<file path="config.mk">
export PLATFORM = sky130hd
export DESIGN_NAME = iorg_output_regs
export DESIGN_NICKNAME = d
export VERILOG_FILES = /design/src/core/iorg_pkg.sv /design/src/core/iorg_output_regs.sv /design/src/core/iorg_word_mem.sv
export SDC_FILE = /design/constraint.sdc
export NUM_CORES = 1
export LEC_CHECK = 0
export ABC_AREA = 1
export BUFFER_PORTS_ARGS = -buffer_cell sky130_fd_sc_hd__buf_2
export CORE_AREA = 2 2 85 169
export CTS_CLUSTER_SIZE = 10
export DETAILED_ROUTE_END_ITERATION = 7
export DIE_AREA = 0 0 87 171
export PLACE_DENSITY = 0.84
export SYNTH_ARGS = -nofsm -noshare
export SYNTH_HDL_FRONTEND = slang
export SYNTH_SLANG_ARGS = --single-unit
export TNS_END_PERCENT = 50
</file>
<file path="constraint.sdc">
create_clock -name core_clk_in -period 2.7 [get_ports core_clk_in]
set_input_delay 0.81 -clock core_clk_in [delete_from_list [all_inputs] [get_ports core_clk_in]]
set_output_delay 0.81 -clock core_clk_in [all_outputs]
set_load 0.03 [all_outputs]
</file>
<file path="src/core/iorg_pkg.sv">
// Package for the inertial output register block: map, widths, field layout, scale constants.
// Assumes a single 25 MHz core clock and an internal data path that delivers whole samples.
package iorg_pkg;
   localparam int          IORG_WORD_W      = 16;
   localparam int          IORG_SAMPLE_W    = 32;
   localparam int          IORG_ADDR_W      = 7;
   localparam int          IORG_NUM_WORDS   = 9;
   localparam int          IORG_IDX_W       = 4;
   localparam int          IORG_HI_LSB      = 16;
   localparam int          IORG_HI_MSB      = 31;
   localparam int          IORG_LO_MSB      = 15;
   localparam int          IORG_LO_LSB      = 0;
   // Byte addresses of each word, low word first for every axis
   localparam logic [6:0] ADDR_RATE_X_FRACTION  = 7'h04;
   localparam logic [6:0] ADDR_RATE_X_UPPER     = 7'h06;
   localparam logic [6:0] ADDR_RATE_Y_FRACTION  = 7'h08;
   localparam logic [6:0] ADDR_RATE_Y_UPPER     = 7'h0A;
   localparam logic [6:0] ADDR_RATE_Z_FRACTION  = 7'h0C;
   localparam logic [6:0] ADDR_RATE_Z_UPPER     = 7'h0E;
   localparam logic [6:0] ADDR_ACCEL_X_FRACTION = 7'h10;
   localparam logic [6:0] ADDR_ACCEL_X_UPPER    = 7'h12;
   localparam logic [6:0] ADDR_ACCEL_Y_FRACTION = 7'h14;
   localparam logic [3:0] IDX_NONE              = 4'hF;
   localparam logic [15:0] IORG_UNMAPPED_DATA   = 16'h0000;
   // Rate scale factors, counts per degree per second, by dynamic range variant
   localparam int          RATE_SCALE_LOW   = 160;
   localparam int          RATE_SCALE_MED   = 40;
   localparam int          RATE_SCALE_HIGH  = 10;
   // Acceleration: 1 LSB of the upper word is 1.25 milli-g, full range 40 g
   localparam int          ACCEL_LSB_UMG    = 1250;
   localparam int          ACCEL_RANGE_G    = 40;

   typedef struct packed {
      logic [31:0] rate_x;
      logic [31:0] rate_y;
      logic [31:0] rate_z;
      logic [31:0] accel_x;
      logic [31:0] accel_y;
   } iorg_sample_type;

   typedef struct packed {
      logic        rd;
      logic [6:0]  addr;
   } iorg_rd_req_type;
endpackage

</file>
<file path="src/core/iorg_output_regs.sv">
// Read-only output register set for angular rate and acceleration samples.
// Assumes the data path presents full 32-bit samples with a one-cycle update strobe,
// and that the serial front end issues word reads by byte address.
// Function
// - Every axis is one 32-bit two's complement value; all but accel Y are split into high and low words, accel Y maps only its low word.
// - Rate high word is two's complement, zero at rest, LSB is one over scale.
// - Rate low word carries all 16 extra fractional resolution bits.
// - Rate map: X 0x04/0x06, Y 0x08/0x0A, Z 0x0C/0x0E, low word first.
// - Accel map: X low 0x10, X high 0x12, Y low 0x14.
// - All output words read-only, no default value, never kept in flash.
// - Accel high word two's complement, 40 g range, 1.25 milli-g per LSB.
// - Accel low word carries all 16 extra fractional resolution bits.
// - Acceleration includes gravity, on the same axes used for rotation.
// - Rate scale is 160, 40 or 10 counts per degree per second.
`timescale 1ns/100ps
`default_nettype none
module iorg_output_regs
   import iorg_pkg::*;
#(
   parameter int RATE_SCALE = iorg_pkg::RATE_SCALE_LOW
) (
   input  wire logic                      core_clk_in,
   input  wire logic                      arst_n_in,
   input  wire logic                      sample_valid_in,
   input  wire iorg_pkg::iorg_sample_type sample_in,
   input  wire iorg_pkg::iorg_rd_req_type rd_req_in,
   input  wire logic                      wr_in,
   output logic                           rd_valid_out,
   output logic                           rd_hit_out,
   output logic      [15:0]               rd_data_out,
   output logic      [7:0]                rate_scale_out
);
   import iorg_pkg::*;

   typedef enum logic [1:0] {
      IORG_IDLE = 2'b00,
      IORG_READ = 2'b01
   } iorg_state_type;

   iorg_state_type              state_q;
   iorg_state_type              state_d;
   logic                        hit_q;
   logic                        hit_d;
   logic [IORG_IDX_W-1:0]       idx;
   logic [IORG_NUM_WORDS*IORG_WORD_W-1:0] words;
   logic [IORG_WORD_W-1:0]      mem_rd_data;

   // Refuse any scale outside the three variants; checked once at elaboration
   if (RATE_SCALE != RATE_SCALE_LOW && RATE_SCALE != RATE_SCALE_MED &&
       RATE_SCALE != RATE_SCALE_HIGH) begin : g_scale_check
      $error("iorg_output_regs: RATE_SCALE must be 160, 40 or 10");
   end

   // Address decode to word index; odd and unlisted addresses miss
   function automatic logic [IORG_IDX_W-1:0] decode_addr(input logic [6:0] a);
      case (a)
         ADDR_RATE_X_FRACTION:  decode_addr = 4'h0;
         ADDR_RATE_X_UPPER:     decode_addr = 4'h1;
         ADDR_RATE_Y_FRACTION:  decode_addr = 4'h2;
         ADDR_RATE_Y_UPPER:     decode_addr = 4'h3;
         ADDR_RATE_Z_FRACTION:  decode_addr = 4'h4;
         ADDR_RATE_Z_UPPER:     decode_addr = 4'h5;
         ADDR_ACCEL_X_FRACTION: decode_addr = 4'h6;
         ADDR_ACCEL_X_UPPER:    decode_addr = 4'h7;
         ADDR_ACCEL_Y_FRACTION: decode_addr = 4'h8;
         default:               decode_addr = IDX_NONE;
      endcase
   endfunction

   assign idx = decode_addr(rd_req_in.addr);

   // Samples arrive already scaled and gravity-inclusive; this block only splits them
   assign words = {
      sample_in.accel_y[IORG_LO_MSB:IORG_LO_LSB],
      sample_in.accel_x[IORG_HI_MSB:IORG_HI_LSB],
      sample_in.accel_x[IORG_LO_MSB:IORG_LO_LSB],
      sample_in.rate_z[IORG_HI_MSB:IORG_HI_LSB],
      sample_in.rate_z[IORG_LO_MSB:IORG_LO_LSB],
      sample_in.rate_y[IORG_HI_MSB:IORG_HI_LSB],
      sample_in.rate_y[IORG_LO_MSB:IORG_LO_LSB],
      sample_in.rate_x[IORG_HI_MSB:IORG_HI_LSB],
      sample_in.rate_x[IORG_LO_MSB:IORG_LO_LSB]
   };

   // One write strobe loads every word at once so halves never mix samples
   iorg_word_mem #(
      .WIDTH (IORG_WORD_W),
      .DEPTH (IORG_NUM_WORDS),
      .IDX_W (IORG_IDX_W)
   ) u_mem (
      .core_clk_in (core_clk_in),
      .arst_n_in   (arst_n_in),
      .wr_all_in   (sample_valid_in),
      .wr_data_in  (words),
      .rd_in       (rd_req_in.rd),
      .rd_idx_in   (idx),
      .rd_data_out (mem_rd_data)
   );

   always_comb begin
      state_d = IORG_IDLE;
      hit_d   = hit_q;
      case (state_q)
         IORG_IDLE,
         IORG_READ: begin
            if (rd_req_in.rd) begin
               state_d = IORG_READ;
               hit_d   = (idx != IDX_NONE);
            end
         end
         default: state_d = IORG_IDLE;
      endcase
   end

   always_ff @(posedge core_clk_in or negedge arst_n_in) begin
      if (!arst_n_in) begin
         state_q <= IORG_IDLE;
         hit_q   <= 1'b0;
      end else begin
         state_q <= state_d;
         hit_q   <= hit_d;
      end
   end

   // Writes are ignored: nothing here is writable or backed up
   assign rd_valid_out   = (state_q == IORG_READ);
   assign rd_hit_out     = hit_q;
   // The memory read register already holds zero after a miss, so data leave a flip-flop
   assign rd_data_out    = mem_rd_data;
   assign rate_scale_out = 8'(RATE_SCALE);

   wire unused_wr = wr_in;
endmodule
`default_nettype wire

</file>
<file path="src/core/iorg_word_mem.sv">
// Small register memory holding the output words of one sample set.
// Whole-set write in one cycle; read data come out of a flip-flop.
`timescale 1ns/100ps
`default_nettype none
module iorg_word_mem #(
   parameter int WIDTH = 16,
   parameter int DEPTH = 9,
   parameter int IDX_W = 4
) (
   input  wire logic                   core_clk_in,
   input  wire logic                   arst_n_in,
   input  wire logic                   wr_all_in,
   input  wire logic [DEPTH*WIDTH-1:0] wr_data_in,
   input  wire logic                   rd_in,
   input  wire logic [IDX_W-1:0]       rd_idx_in,
   output logic      [WIDTH-1:0]       rd_data_out
);
   logic [WIDTH-1:0] mem_q [DEPTH];
   logic [WIDTH-1:0] mem_d [DEPTH];
   logic [WIDTH-1:0] rd_data_q;
   logic [WIDTH-1:0] rd_data_d;

   // One index value stays free to mean no word, so DEPTH must leave it unused
   if (WIDTH < 1 || DEPTH < 1 || DEPTH > (1 << IDX_W) - 1) begin : g_size_check
      $error("iorg_word_mem: WIDTH, DEPTH or IDX_W out of range");
   end

   always_comb begin
      for (int i = 0; i < DEPTH; i++) begin
         mem_d[i] = wr_all_in ? wr_data_in[i*WIDTH +: WIDTH] : mem_q[i];
      end
      rd_data_d = rd_data_q;
      if (rd_in) begin
         rd_data_d = (int'(rd_idx_in) < DEPTH) ? mem_q[rd_idx_in] : '0;
      end
   end

   // Contents have no defined value on power-up; the reset only gives them a known state
   always_ff @(posedge core_clk_in or negedge arst_n_in) begin
      if (!arst_n_in) begin
         for (int i = 0; i < DEPTH; i++) begin
            mem_q[i] <= '0;
         end
         rd_data_q <= '0;
      end else begin
         for (int i = 0; i < DEPTH; i++) begin
            mem_q[i] <= mem_d[i];
         end
         rd_data_q <= rd_data_d;
      end
   end

   assign rd_data_out = rd_data_q;
endmodule
`default_nettype wire

</file>
### Word-level counts from Yosys, hierarchy flattened

Memories as Yosys holds them, arrays and structs flattened.
Index checks and enable logic that the tools add are counted.

| storage, ports and cells | value |
|---|---|
| logic and storage cells | 29 |
| memories kept | 1 |
| bits of input ports | 172 |
| register bits | 163 |
| bits in read-only memories | 128 |
| output and inout bits | 26 |

| operators by class | value |
|---|---|
| bitwise gates (word level) | 1 |
| muxes and demuxes | 7 |
| reduce and logical (&&, ||, !) cells | 4 |
| magnitude comparators | 2 |
| equality and inequality tests | 2 |

Memory list:

| name | depth | bits a word | read ports | clocked after Yosys merged registers in | write ports | RTL line | RTL |
|---|---|---|---|---|---|---|---|
| (no name shown) | 32 | 4 | 1 | 0 | 0 | iorg_output_regs.sv:56 | `case (a)` |

Operators with widths:

| kind | number |
|---|---|
| $bmux 16 s4 | 1 |
| $mux 16 | 3 |
| $ge 5x5->1 const B | 1 |
| $not 4->5 | 1 |
| $logic_not 2->1 | 2 |
| $lt 4x4->1 const B | 1 |
| $mux 4 | 1 |
| $ne 4x4->1 const B | 1 |
| $eq 2x1->1 const B | 1 |
| $mux 2 | 1 |
| $reduce_and 2->1 | 1 |
| $reduce_or 2->1 | 1 |
| $mux 1 | 1 |

### Longest topological paths before layout

Gate-level depths: netlist of the first run.

| depth | value |
|---|---|
| word-level depth | 7 |
| depth in mapped cells | 11 |
| mapped depth without buffers | 10 |

### Hierarchy

Synthesis of the first run repeated with hierarchy kept, for this count alone.

| unflattened totals | value |
|---|---|
| cell total of the unflattened synthesis | 750 |
| area total of the unflattened synthesis | 7,547.2 µm² |

Modules (own cells, without submodules):

| module | cells an instance | instances | sequential area each (µm²) | area each (µm²) |
|---|---|---|---|---|
| iorg_word_mem | 710 | 1 | 4,003.8 | 7,309.5 |
| iorg_output_regs | 40 | 1 | 50.0 | 237.7 |

### Worst setup path after synthesis of the first run

OpenSTA, ideal clock, no wires.

| timing | value |
|---|---|
| kind | input to register |
| start point | input sample_valid_in |
| end point | register u_mem.mem_q[100] (netlist name) |
| arrival | 1.825 ns |
| stages on the path | 4 |
| path slack | 0.750 ns |
| buffers on the path | 3 |
| data required time | 2.575 ns |
| path through | clkbuf_1 > clkbuf_1 > buf_2 > mux2_2 |

RTL lines:

| element | RTL line | RTL |
|---|---|---|
| start, declared | iorg_output_regs.sv:24 | `input wire logic sample_valid_in,` |
| end signal, assigned by index | iorg_word_mem.sv:47 | `mem_q[i] <= mem_d[i];` |
| end, declared | iorg_word_mem.sv:18 | `logic [WIDTH-1:0] mem_q [DEPTH];` |

No word-level cell between the ends.

### Worst setup path in the final report of the first run

| timing | value |
|---|---|
| start point | input rd_req_in[6] (netlist name) |
| end point | register u_mem.rd_data_q[9] (netlist: u_mem.rd_data_out[9]) |

| between the ends | value |
|---|---|
| word-level cells in the longest chain between the ends | 7 |

RTL lines:

| element | RTL line | RTL |
|---|---|---|
| start, declared | iorg_output_regs.sv:26 | `input wire iorg_pkg::iorg_rd_req_type rd_req_in,` |
| $logic_not 2->1 (*) | iorg_output_regs.sv:56 |  |
| $mux 4 (*) | iorg_output_regs.sv:56 |  |
| $not 4->5 (implied by the code) | iorg_word_mem.sv:34 | `rd_data_d = (int'(rd_idx_in) < DEPTH) ? mem_q[rd_idx_in] : '0;` |
| $bmux 16 s4 | iorg_word_mem.sv:34 |  |
| $mux 16 (implied by the code) (2 in series) | iorg_word_mem.sv:34 |  |
| $mux 16 (*) | iorg_word_mem.sv:34 |  |
| end signal, assigned | iorg_word_mem.sv:49 | `rd_data_q <= rd_data_d;` |
| end, declared | iorg_word_mem.sv:20 | `logic [WIDTH-1:0] rd_data_q;` |

Mark *: on every way between the ends. The rest lies on a longest branch, timed or not. The select of a mux whose other input is x is not followed.
A chain may end at the register's enable or synchronous reset.

==> out/summary.json, run 1 <==
{
  "outcome": "completed",
  "detailed_route_wl_mm": 19.0,
  "grtUsageTotal": 0.265,
  "syn_inst": 730,
  "synth_compound_gate_area_share": 0.0239,
  "setup-tns-final_ns": 0,
  "post_cts.resized_instances": 0,
  "critical_path_buf_inv_count": 3,
  "cpPeakStageDelay_ns": 0.31,
  "placeableCoreArea_um2": 13700,
  "portBuffers": 172,
  "maxCapViolations": 0,
  "type_of_the_setup_path_with_the_least_slack": "in2reg",
  "route.detailed.drc": 0,
  "adder_cell_area_share_of_the_yosys_netlist": 0,
  "yosys.area_share.xor_xnor": 0,
  "largest_net_degree_at_the_start_of_global_routing": 62,
  "leakage_nw": 4.42,
  "initial_core_util": 0.556,
  "tritoncts_clock_tree": "yes",
  "final_number_of_hold_violating_endpoints": 0,
  "first_global_vias": 5996,
  "cts_post_setup_buffers_inserted": 0,
  "timing.clock.skew_ns": 0.00636,
  "viasPerCell": 5.62,
  "final_util": 0.678,
  "fp-row-count": 61,
  "cts_num_sinks": 162,
  "ys_async_sr_fraction": 1.00,
  "die_h_um": 171,
  "whs_ns": 0.292,
  "die_width_um": 87,
  "min_period_ns": 2.08,
  "detailedRoute.firstPassIterationCount": 5,
  "dp_cells": 1029,
  "finalCritPeriodShare": 0.772,
  "drt_iter0_drc": 422,
  "timing_max_transition_violations_final": 0,
  "clkSlewWorstSetupHoldPaths_ns": 0.07,
  "yosys_warnings": 0,
  "ir_worst_vdd_mv": 0.510,
  "diodes": 0,
  "clock_tree.buffer_depth": 2,
  "synth_top_family_by_area": "multiplexers",
  "holdBufCountCts": 0,
  "required_ns": 3.06,
  "io_pins": 198,
  "cp_cell_sequence": "buf_2, nor2_1, buf_12, nand2_2, nor2_4, buf_12, nand3_2, o22ai_1, nand2_1, nand2_1",
  "dp_hpwl_mm": 13.8,
  "worstPathMaxFanout": 38,
  "layout.nets": 1063,
  "finalSetupViolCount": 0,
  "timing.critical_path.max_delay_family": "simple AND/OR/NAND/NOR gates",
  "ys.flop_type": "sky130_fd_sc_hd__dfrtp_1",
  "numCtsBuffers": 17,
  "multi_input_area_um2": 3220,
  "yosys-mux-area-fraction": 0.203,
  "synth_seq_area_share": 0.534,
  "layout.filler_cells": 1043,
  "gpl.final_weighted_congestion": 0.878,
  "grt_first_pass_wirelength_mm": 30.1,
  "h_tree_depth_reported_by_cts": 4,
  "globalRouteOverflowTotal": 0,
  "syn_avg_cell_area_um2": 10.4,
  "seqCellArea_um2": 4050,
  "synth_cell_type_count": 25,
  "endpoint_kind": "flop",
  "worst-endpoint-arrival_ns": 2.44,
  "power.density_nw_per_um2": 640,
  "total_power_of_the_final_layout_w": 0.00593,
  "final_cells": 1061,
  "flow.area_growth_from_synthesis_pct": 21.8,
  "synth_simple_gate_area_frac": 0.193,
  "clock_latency_ns": 0.42,
  "slowest_stage": "sky130_fd_sc_hd__nand3_2",
  "die_area_um2": 14900,
  "rsz0062_at_grt": "false",
  "timing.fmax_mhz": 480,
  "synth_edf_count": 0,
  "cts_root_buffer": "sky130_fd_sc_hd__clkbuf_16",
  "synth_cell_area_um2": 7600,
  "cp-start-kind": "input port",
  "post_route_cells_drive_above_1_share": 0.414,
  "detail_route.wl_per_cell_um": 17.9,
  "ant_nets": 0,
  "min-delay-path-class": "in2async",
  "vias": 5958,
  "postSynthRegisterBits": 162,
  "grt_antenna_before_repair": 0
}
## kinds of logic (layout without fill, tap and decap cells)
group | count (synthesis) | in the layout
flops | 162 | 162
compound gates | 31 | 31
buf+inv | 71 | 239
simple gates | 327 | 327
mux | 137 | 137
other cells | 2 | 8
## synthesized netlist by cell type, types with 3 or more instances
cell type / instances / area [um2]
sky130_fd_sc_hd__a21oi_1: 4 / 20.0
sky130_fd_sc_hd__buf_1: 3 / 11.3
sky130_fd_sc_hd__buf_2: 26 / 130
sky130_fd_sc_hd__buf_4: 13 / 97.6
sky130_fd_sc_hd__clkbuf_1: 14 / 52.6
sky130_fd_sc_hd__dfrtp_1: 162 / 4050
sky130_fd_sc_hd__inv_1: 11 / 41.3
sky130_fd_sc_hd__inv_2: 4 / 15.0
sky130_fd_sc_hd__mux2_2: 137 / 1540
sky130_fd_sc_hd__nand2_1: 185 / 694
sky130_fd_sc_hd__nand3_1: 109 / 546
sky130_fd_sc_hd__nand3_2: 3 / 30.0
sky130_fd_sc_hd__nand4_1: 15 / 93.8
sky130_fd_sc_hd__nor2_1: 8 / 30.0
sky130_fd_sc_hd__o211ai_1: 3 / 22.5
sky130_fd_sc_hd__o21ai_0: 7 / 35.0
sky130_fd_sc_hd__o22ai_1: 15 / 93.8
## path summary, 6_finish.rpt
kind / slack (ns) / startpoint / depth (start not counted) / end
min: 0.29 / arst_n_in / 1 / u_mem.mem_q[98]$_DFFE_PN0P_
min reg2reg: 0.48 / u_mem.rd_data_out[10]$_DFFE_PN0P_ / 2 / u_mem.rd_data_out[10]$_DFFE_PN0P_
max reg2reg: 1.52 / u_mem.mem_q[133]$_DFFE_PN0P_ / 6 / u_mem.rd_data_out[5]$_DFFE_PN0P_
max in group asynchronous: 1.72 / arst_n_in / 2 / u_mem.rd_data_out[15]$_DFFE_PN0P_
min in group core_clk_in: 0.48 / u_mem.rd_data_out[10]$_DFFE_PN0P_ / 2 / u_mem.rd_data_out[10]$_DFFE_PN0P_
max: 0.62 / rd_req_in[6] / 10 / u_mem.rd_data_out[9]$_DFFE_PN0P_
## per-stage QoR
| step | worst slack (ns) | area [um2] |
|---|---|---|
| finish | 0.616 | 9260 |
| global placement | 0.244 | 8660 |
| CTS | 0.643 | 9260 |
| global route | 0.500 | 9260 |
| detailed placement | 0.193 | 8660 |
| floorplan | 0.750 | 7620 |
## state kept, by name, summed over array words and instances, names as in the netlist
| register | count |
|---|---|
| state_q | 1 |
| rd_hit_out | 1 |
| u_mem.mem_q | 144 |
| u_mem.rd_data_out | 16 |
## cell usage in the layout, fill, tap and decap left out, types with 9 or more instances in the layout
| master | n |
|---|---|
| sky130_fd_sc_hd__mux2_2 | 137 |
| sky130_fd_sc_hd__buf_12 | 9 |
| sky130_fd_sc_hd__buf_4 | 11 |
| sky130_fd_sc_hd__buf_2 | 170 |
| sky130_fd_sc_hd__o22ai_1 | 15 |
| sky130_fd_sc_hd__dfrtp_1 | 162 |
| sky130_fd_sc_hd__nand2_1 | 185 |
| sky130_fd_sc_hd__clkbuf_16 | 17 |
| sky130_fd_sc_hd__nand4_1 | 15 |
| sky130_fd_sc_hd__inv_1 | 11 |
| sky130_fd_sc_hd__nand3_1 | 109 |
## final cells by class
class / count / share of cell area
inverter: 15 / 0.00608
clock buffer: 19 / 0.0489
timing repair buffer: 192 / 0.123
sequential: 162 / 0.438
multi-input combinational: 503 / 0.348
clock inverter: 13 / 0.0153
tap: 157 / 0.0212
## per-layer routing
layer	share of wire	up-vias	GRT usage
met2	0.48	239	0.413
met5	0	-	0
met4	0.040	0	0.126
met3	0.066	30	0.0516
met1	0.42	2885	0.352
li1	-	2804	-
## power breakdown
group / total, W / leakage, nW / internal [W] / switching (W)
clock: 0.00239 / 0.291 / 0.00136 / 0.00103
sequential: 0.00278 / 1.93 / 0.00265 / 0.000121
combinational: 0.000761 / 2.19 / 0.000372 / 0.000389
Note: power is estimated with default switching activity, not from simulation.
==> run 2: changes to the inputs <==
ABC_AREA = 0   (was 1)
CORE_AREA = 2 2 92 183   (was 2 2 85 169)
DIE_AREA = 0 0 94 185   (was 0 0 87 171)
PLACE_DENSITY = 0.75   (was 0.84)
clock period = 1.8 ns   (was 2.7 ns; I/O delays follow)
==> out/summary.json, run 2 <==
{
  "outcome": "completed",
  "grt_antenna_before_repair": 0,
  "post-synth-top-area-fraction": 0.536,
  "syn_avg_cell_area_um2": 13.0,
  "synth_cell_type_count": 51,
  "min-delay-path-class": "in2reg",
  "globalRouteOverflowTotal": 0,
  "die_width_um": 94,
  "placedInstanceArea_um2": 9010,
  "leakage_nw": 4.31,
  "clock_latency_ns": 0.41,
  "h_tree_depth_reported_by_cts": 4,
  "cts_num_sinks": 162,
  "routedLengthMet1_mm": 7.92,
  "ys.flop_type": "sky130_fd_sc_hd__dfrtp_1",
  "yosys_warnings": 0,
  "worstSetupEndpoint": "u_mem.rd_data_out[6]$_DFFE_PN0P_",
  "initial_core_util": 0.470,
  "diodes": 0,
  "endpoint_kind": "flop",
  "largest_register_ffs": 144,
  "gpl.final_weighted_congestion": 0.856,
  "tritoncts_clock_tree": "yes",
  "flow.area_growth_from_synthesis_pct": 28.1,
  "viasPerCell": 5.33,
  "clock_power_share": 0.398,
  "type_of_the_setup_path_with_the_least_slack": "in2reg",
  "place_ws_ns": -0.573,
  "grtUsageTotal": 0.215,
  "worstPathMaxFanout": 27,
  "r2r_start": "u_mem.mem_q[143]$_DFFE_PN0P_",
  "synth_area_leader_cell": "sky130_fd_sc_hd__dfrtp_1",
  "final_number_of_hold_violating_endpoints": 0,
  "timing.clock.skew_ns": 0.00678,
  "layout.nets": 958,
  "detailroute.wirelength.met3_um": 921,
  "final_critical_path_setup_slack_ns": 0.0753,
  "io_pins": 198,
  "postSynthRegisterBits": 162,
  "synth_cell_area_um2": 7570,
  "grt_first_pass_wirelength_mm": 29.2,
  "required_ns": 2.10,
  "regToRegSetupSlack_ns": 0.42,
  "synth.most_common_cell": "sky130_fd_sc_hd__mux2_2",
  "synth_edf_count": 0,
  "most_frequent_cells_in_the_layout": "173 x sky130_fd_sc_hd__mux2_2, 170 x sky130_fd_sc_hd__buf_2, 162 x sky130_fd_sc_hd__dfrtp_1, 38 x sky130_fd_sc_hd__buf_4, 22 x sky130_fd_sc_hd__nand2_1",
  "clock_tree.buffer_depth": 2,
  "timing.fmax_mhz": 580,
  "worstRegToRegCells": 6,
  "min_period_ns": 1.72,
  "crit-reg2reg-capture": "u_mem.rd_data_out[15]$_DFFE_PN0P_",
  "total_power_of_the_final_layout_w": 0.00897,
  "top_signal_layer_used": "met4",
  "largest_net_degree_at_the_start_of_global_routing": 67,
  "registers.top_by_ff_count": "u_mem.mem_q",
  "ir_worst_vdd_mv": 0.576,
  "die_area_um2": 17400,
  "cts_root_buffer": "sky130_fd_sc_hd__clkbuf_16",
  "dp_hpwl_mm": 13.7,
  "ant_nets": 0,
  "netSwitchingPower_w": 0.00222,
  "detailroute.wirelength.met2_mm": 9.06,
  "cp-startpoint": "rd_req_in[3]",
  "finalCritPeriodShare": 0.958,
  "detail_route.wl_per_cell_um": 18.2,
  "cp-start-kind": "input port",
  "numCtsBuffers": 17,
  "fp-row-count": 66,
  "detailedRoute.firstPassIterationCount": 4,
  "part_of_the_power_in_combinational_logic": 0.136,
  "syn_inst": 582,
  "dominant_cells_by_area_after_synthesis": "sky130_fd_sc_hd__dfrtp_1 54%, sky130_fd_sc_hd__mux2_2 26%, sky130_fd_sc_hd__o32ai_1 1.6%",
  "placeableCoreArea_um2": 16100,
  "vias": 5347,
  "detailed_route_wl_mm": 18.3,
  "maxCapViolations": 0,
  "power.density_nw_per_um2": 925,
  "ys_async_sr_fraction": 1.00,
  "post_route_cells_drive_above_1_share": 0.577,
  "route.detailed.drc": 0,
  "timing_max_transition_violations_final": 0,
  "pwr-share-seq": 0.466,
  "synthTopCellsByCount": "173 x sky130_fd_sc_hd__mux2_2, 162 x sky130_fd_sc_hd__dfrtp_1, 22 x sky130_fd_sc_hd__nand2_1",
  "synth_seq_area_share": 0.536,
  "drt_iter0_drc": 197,
  "clkSlewWorstSetupHoldPaths_ns": 0.07,
  "die_h_um": 185,
  "portBuffers": 172,
  "first_global_vias": 5732,
  "layout.cells.most_common": "sky130_fd_sc_hd__mux2_2",
  "stdcell_area_um2": 9700,
  "finalSetupViolCount": 0,
  "internal_power_w": 0.00675,
  "netSwitchingFraction": 0.247,
  "worst-endpoint-arrival_ns": 2.03
}
==> run 2: cell count changes after synthesis, sizes merged, moves of 5 or more <==
cell	before	now
nand2	187	22
o21ai	9	21
clkbuf	14	25
a221oi	0	15
mux2	137	174
nand4	15	0
nor2b	0	14
nand3	113	15
o32ai	0	14
a21oi	4	19
buf	42	25
nor2	11	6
==> run 2: cells by family after synthesis <==
kind of cell | after synthesis | share of synthesized area
AOI/OAI and AO/OA | 98 | 0.0922
xor gates and xnor gates | 1 | 0.00116
buffers and inverters | 67 | 0.0536
DFF | 162 | 0.536
muxes | 175 | 0.261
other | 2 | 0.000992
and+or+nand+nor | 77 | 0.0559
==> run 2: through the flow <==
stage / utilization / TNS [ns] / instances / hold slack, ns
global route: 0.602 / -0.00185 / 1003 / 0.337
finish: 0.602 / 0 / 1003 / 0.337
floorplan: - / -0.673 / 588 / 0.244
CTS: 0.598 / 0 / 1001 / 0.334
detailed placement: 0.560 / -7.65 / 968 / 0.386
global placement: 0.560 / -6.44 / 968 / 0.390
==> run 2: area by class of cell <==
type | instances | area, um2
Clock buffer | 18 | 439
Tap cell | 204 | 255
Clock inverter | 14 | 151
Multi-Input combinational cell | 359 | 3230
Timing Repair Buffer | 229 | 1500
Sequential cell | 162 | 4050
Inverter | 17 | 63.8
Fill cell | 1271 | 6400
==> run 2: per-layer routing <==
metal / global-route usage / up-vias
li1: - / 2513
met1: 0.284 / 2634
met2: 0.356 / 177
met3: 0.0399 / 23
met4: 0.0684 / 0
met5: 0 / -
==> run 2: timing repair <==
action / in CTS / in global routing
cloned: 0 / 0
endpoints found under the setup margin: 13 / 11
hold buffers: 1 / 0
gates resized for setup: 2 / 12
endpoints found under the hold margin: 15 / 0
pin swaps: 0 / 1
buffers inserted: 0 / 2
==> run 2: critical path: stages <==
cell and delay (ns):
sky130_fd_sc_hd__buf_2 0.12, sky130_fd_sc_hd__buf_6 0.15, sky130_fd_sc_hd__o21ai_4 0.15, sky130_fd_sc_hd__nand2_1 0.10, sky130_fd_sc_hd__buf_12 0.18, sky130_fd_sc_hd__buf_4 0.15, sky130_fd_sc_hd__mux2_2 0.22, sky130_fd_sc_hd__o22ai_2 0.08
sky130_fd_sc_hd__o32ai_1 0.31
==> run 2: worst min path at each step <==
stage / from / endpoint / depth (start not counted) / slack (ns)
2_1_floorplan: arst_n_in / rd_hit_out$_DFFE_PN0P_ / 0 / 0.24
3_3_place_gp: arst_n_in / u_mem.mem_q[18]$_DFFE_PN0P_ / 1 / 0.39
3_5_place_dp: arst_n_in / u_mem.mem_q[48]$_DFFE_PN0P_ / 1 / 0.39
4_1_cts: sample_in[93] / u_mem.mem_q[61]$_DFFE_PN0P_ / 3 / 0.33
5_1_grt: sample_in[141] / u_mem.mem_q[141]$_DFFE_PN0P_ / 2 / 0.34
6_report: sample_in[93] / u_mem.mem_q[61]$_DFFE_PN0P_ / 3 / 0.34
==> run 2: power groups by stage <==
stage / registers, W / clock network, W / logic [W]
2_1_floorplan: 0.00421 / 0 / 0.000721
3_3_place_gp: 0.00422 / 0 / 0.00117
3_5_place_dp: 0.00424 / 0 / 0.00120
4_1_cts: 0.00418 / 0.00365 / 0.00122
5_1_grt: 0.00422 / 0.00383 / 0.00133
6_report: 0.00418 / 0.00357 / 0.00122
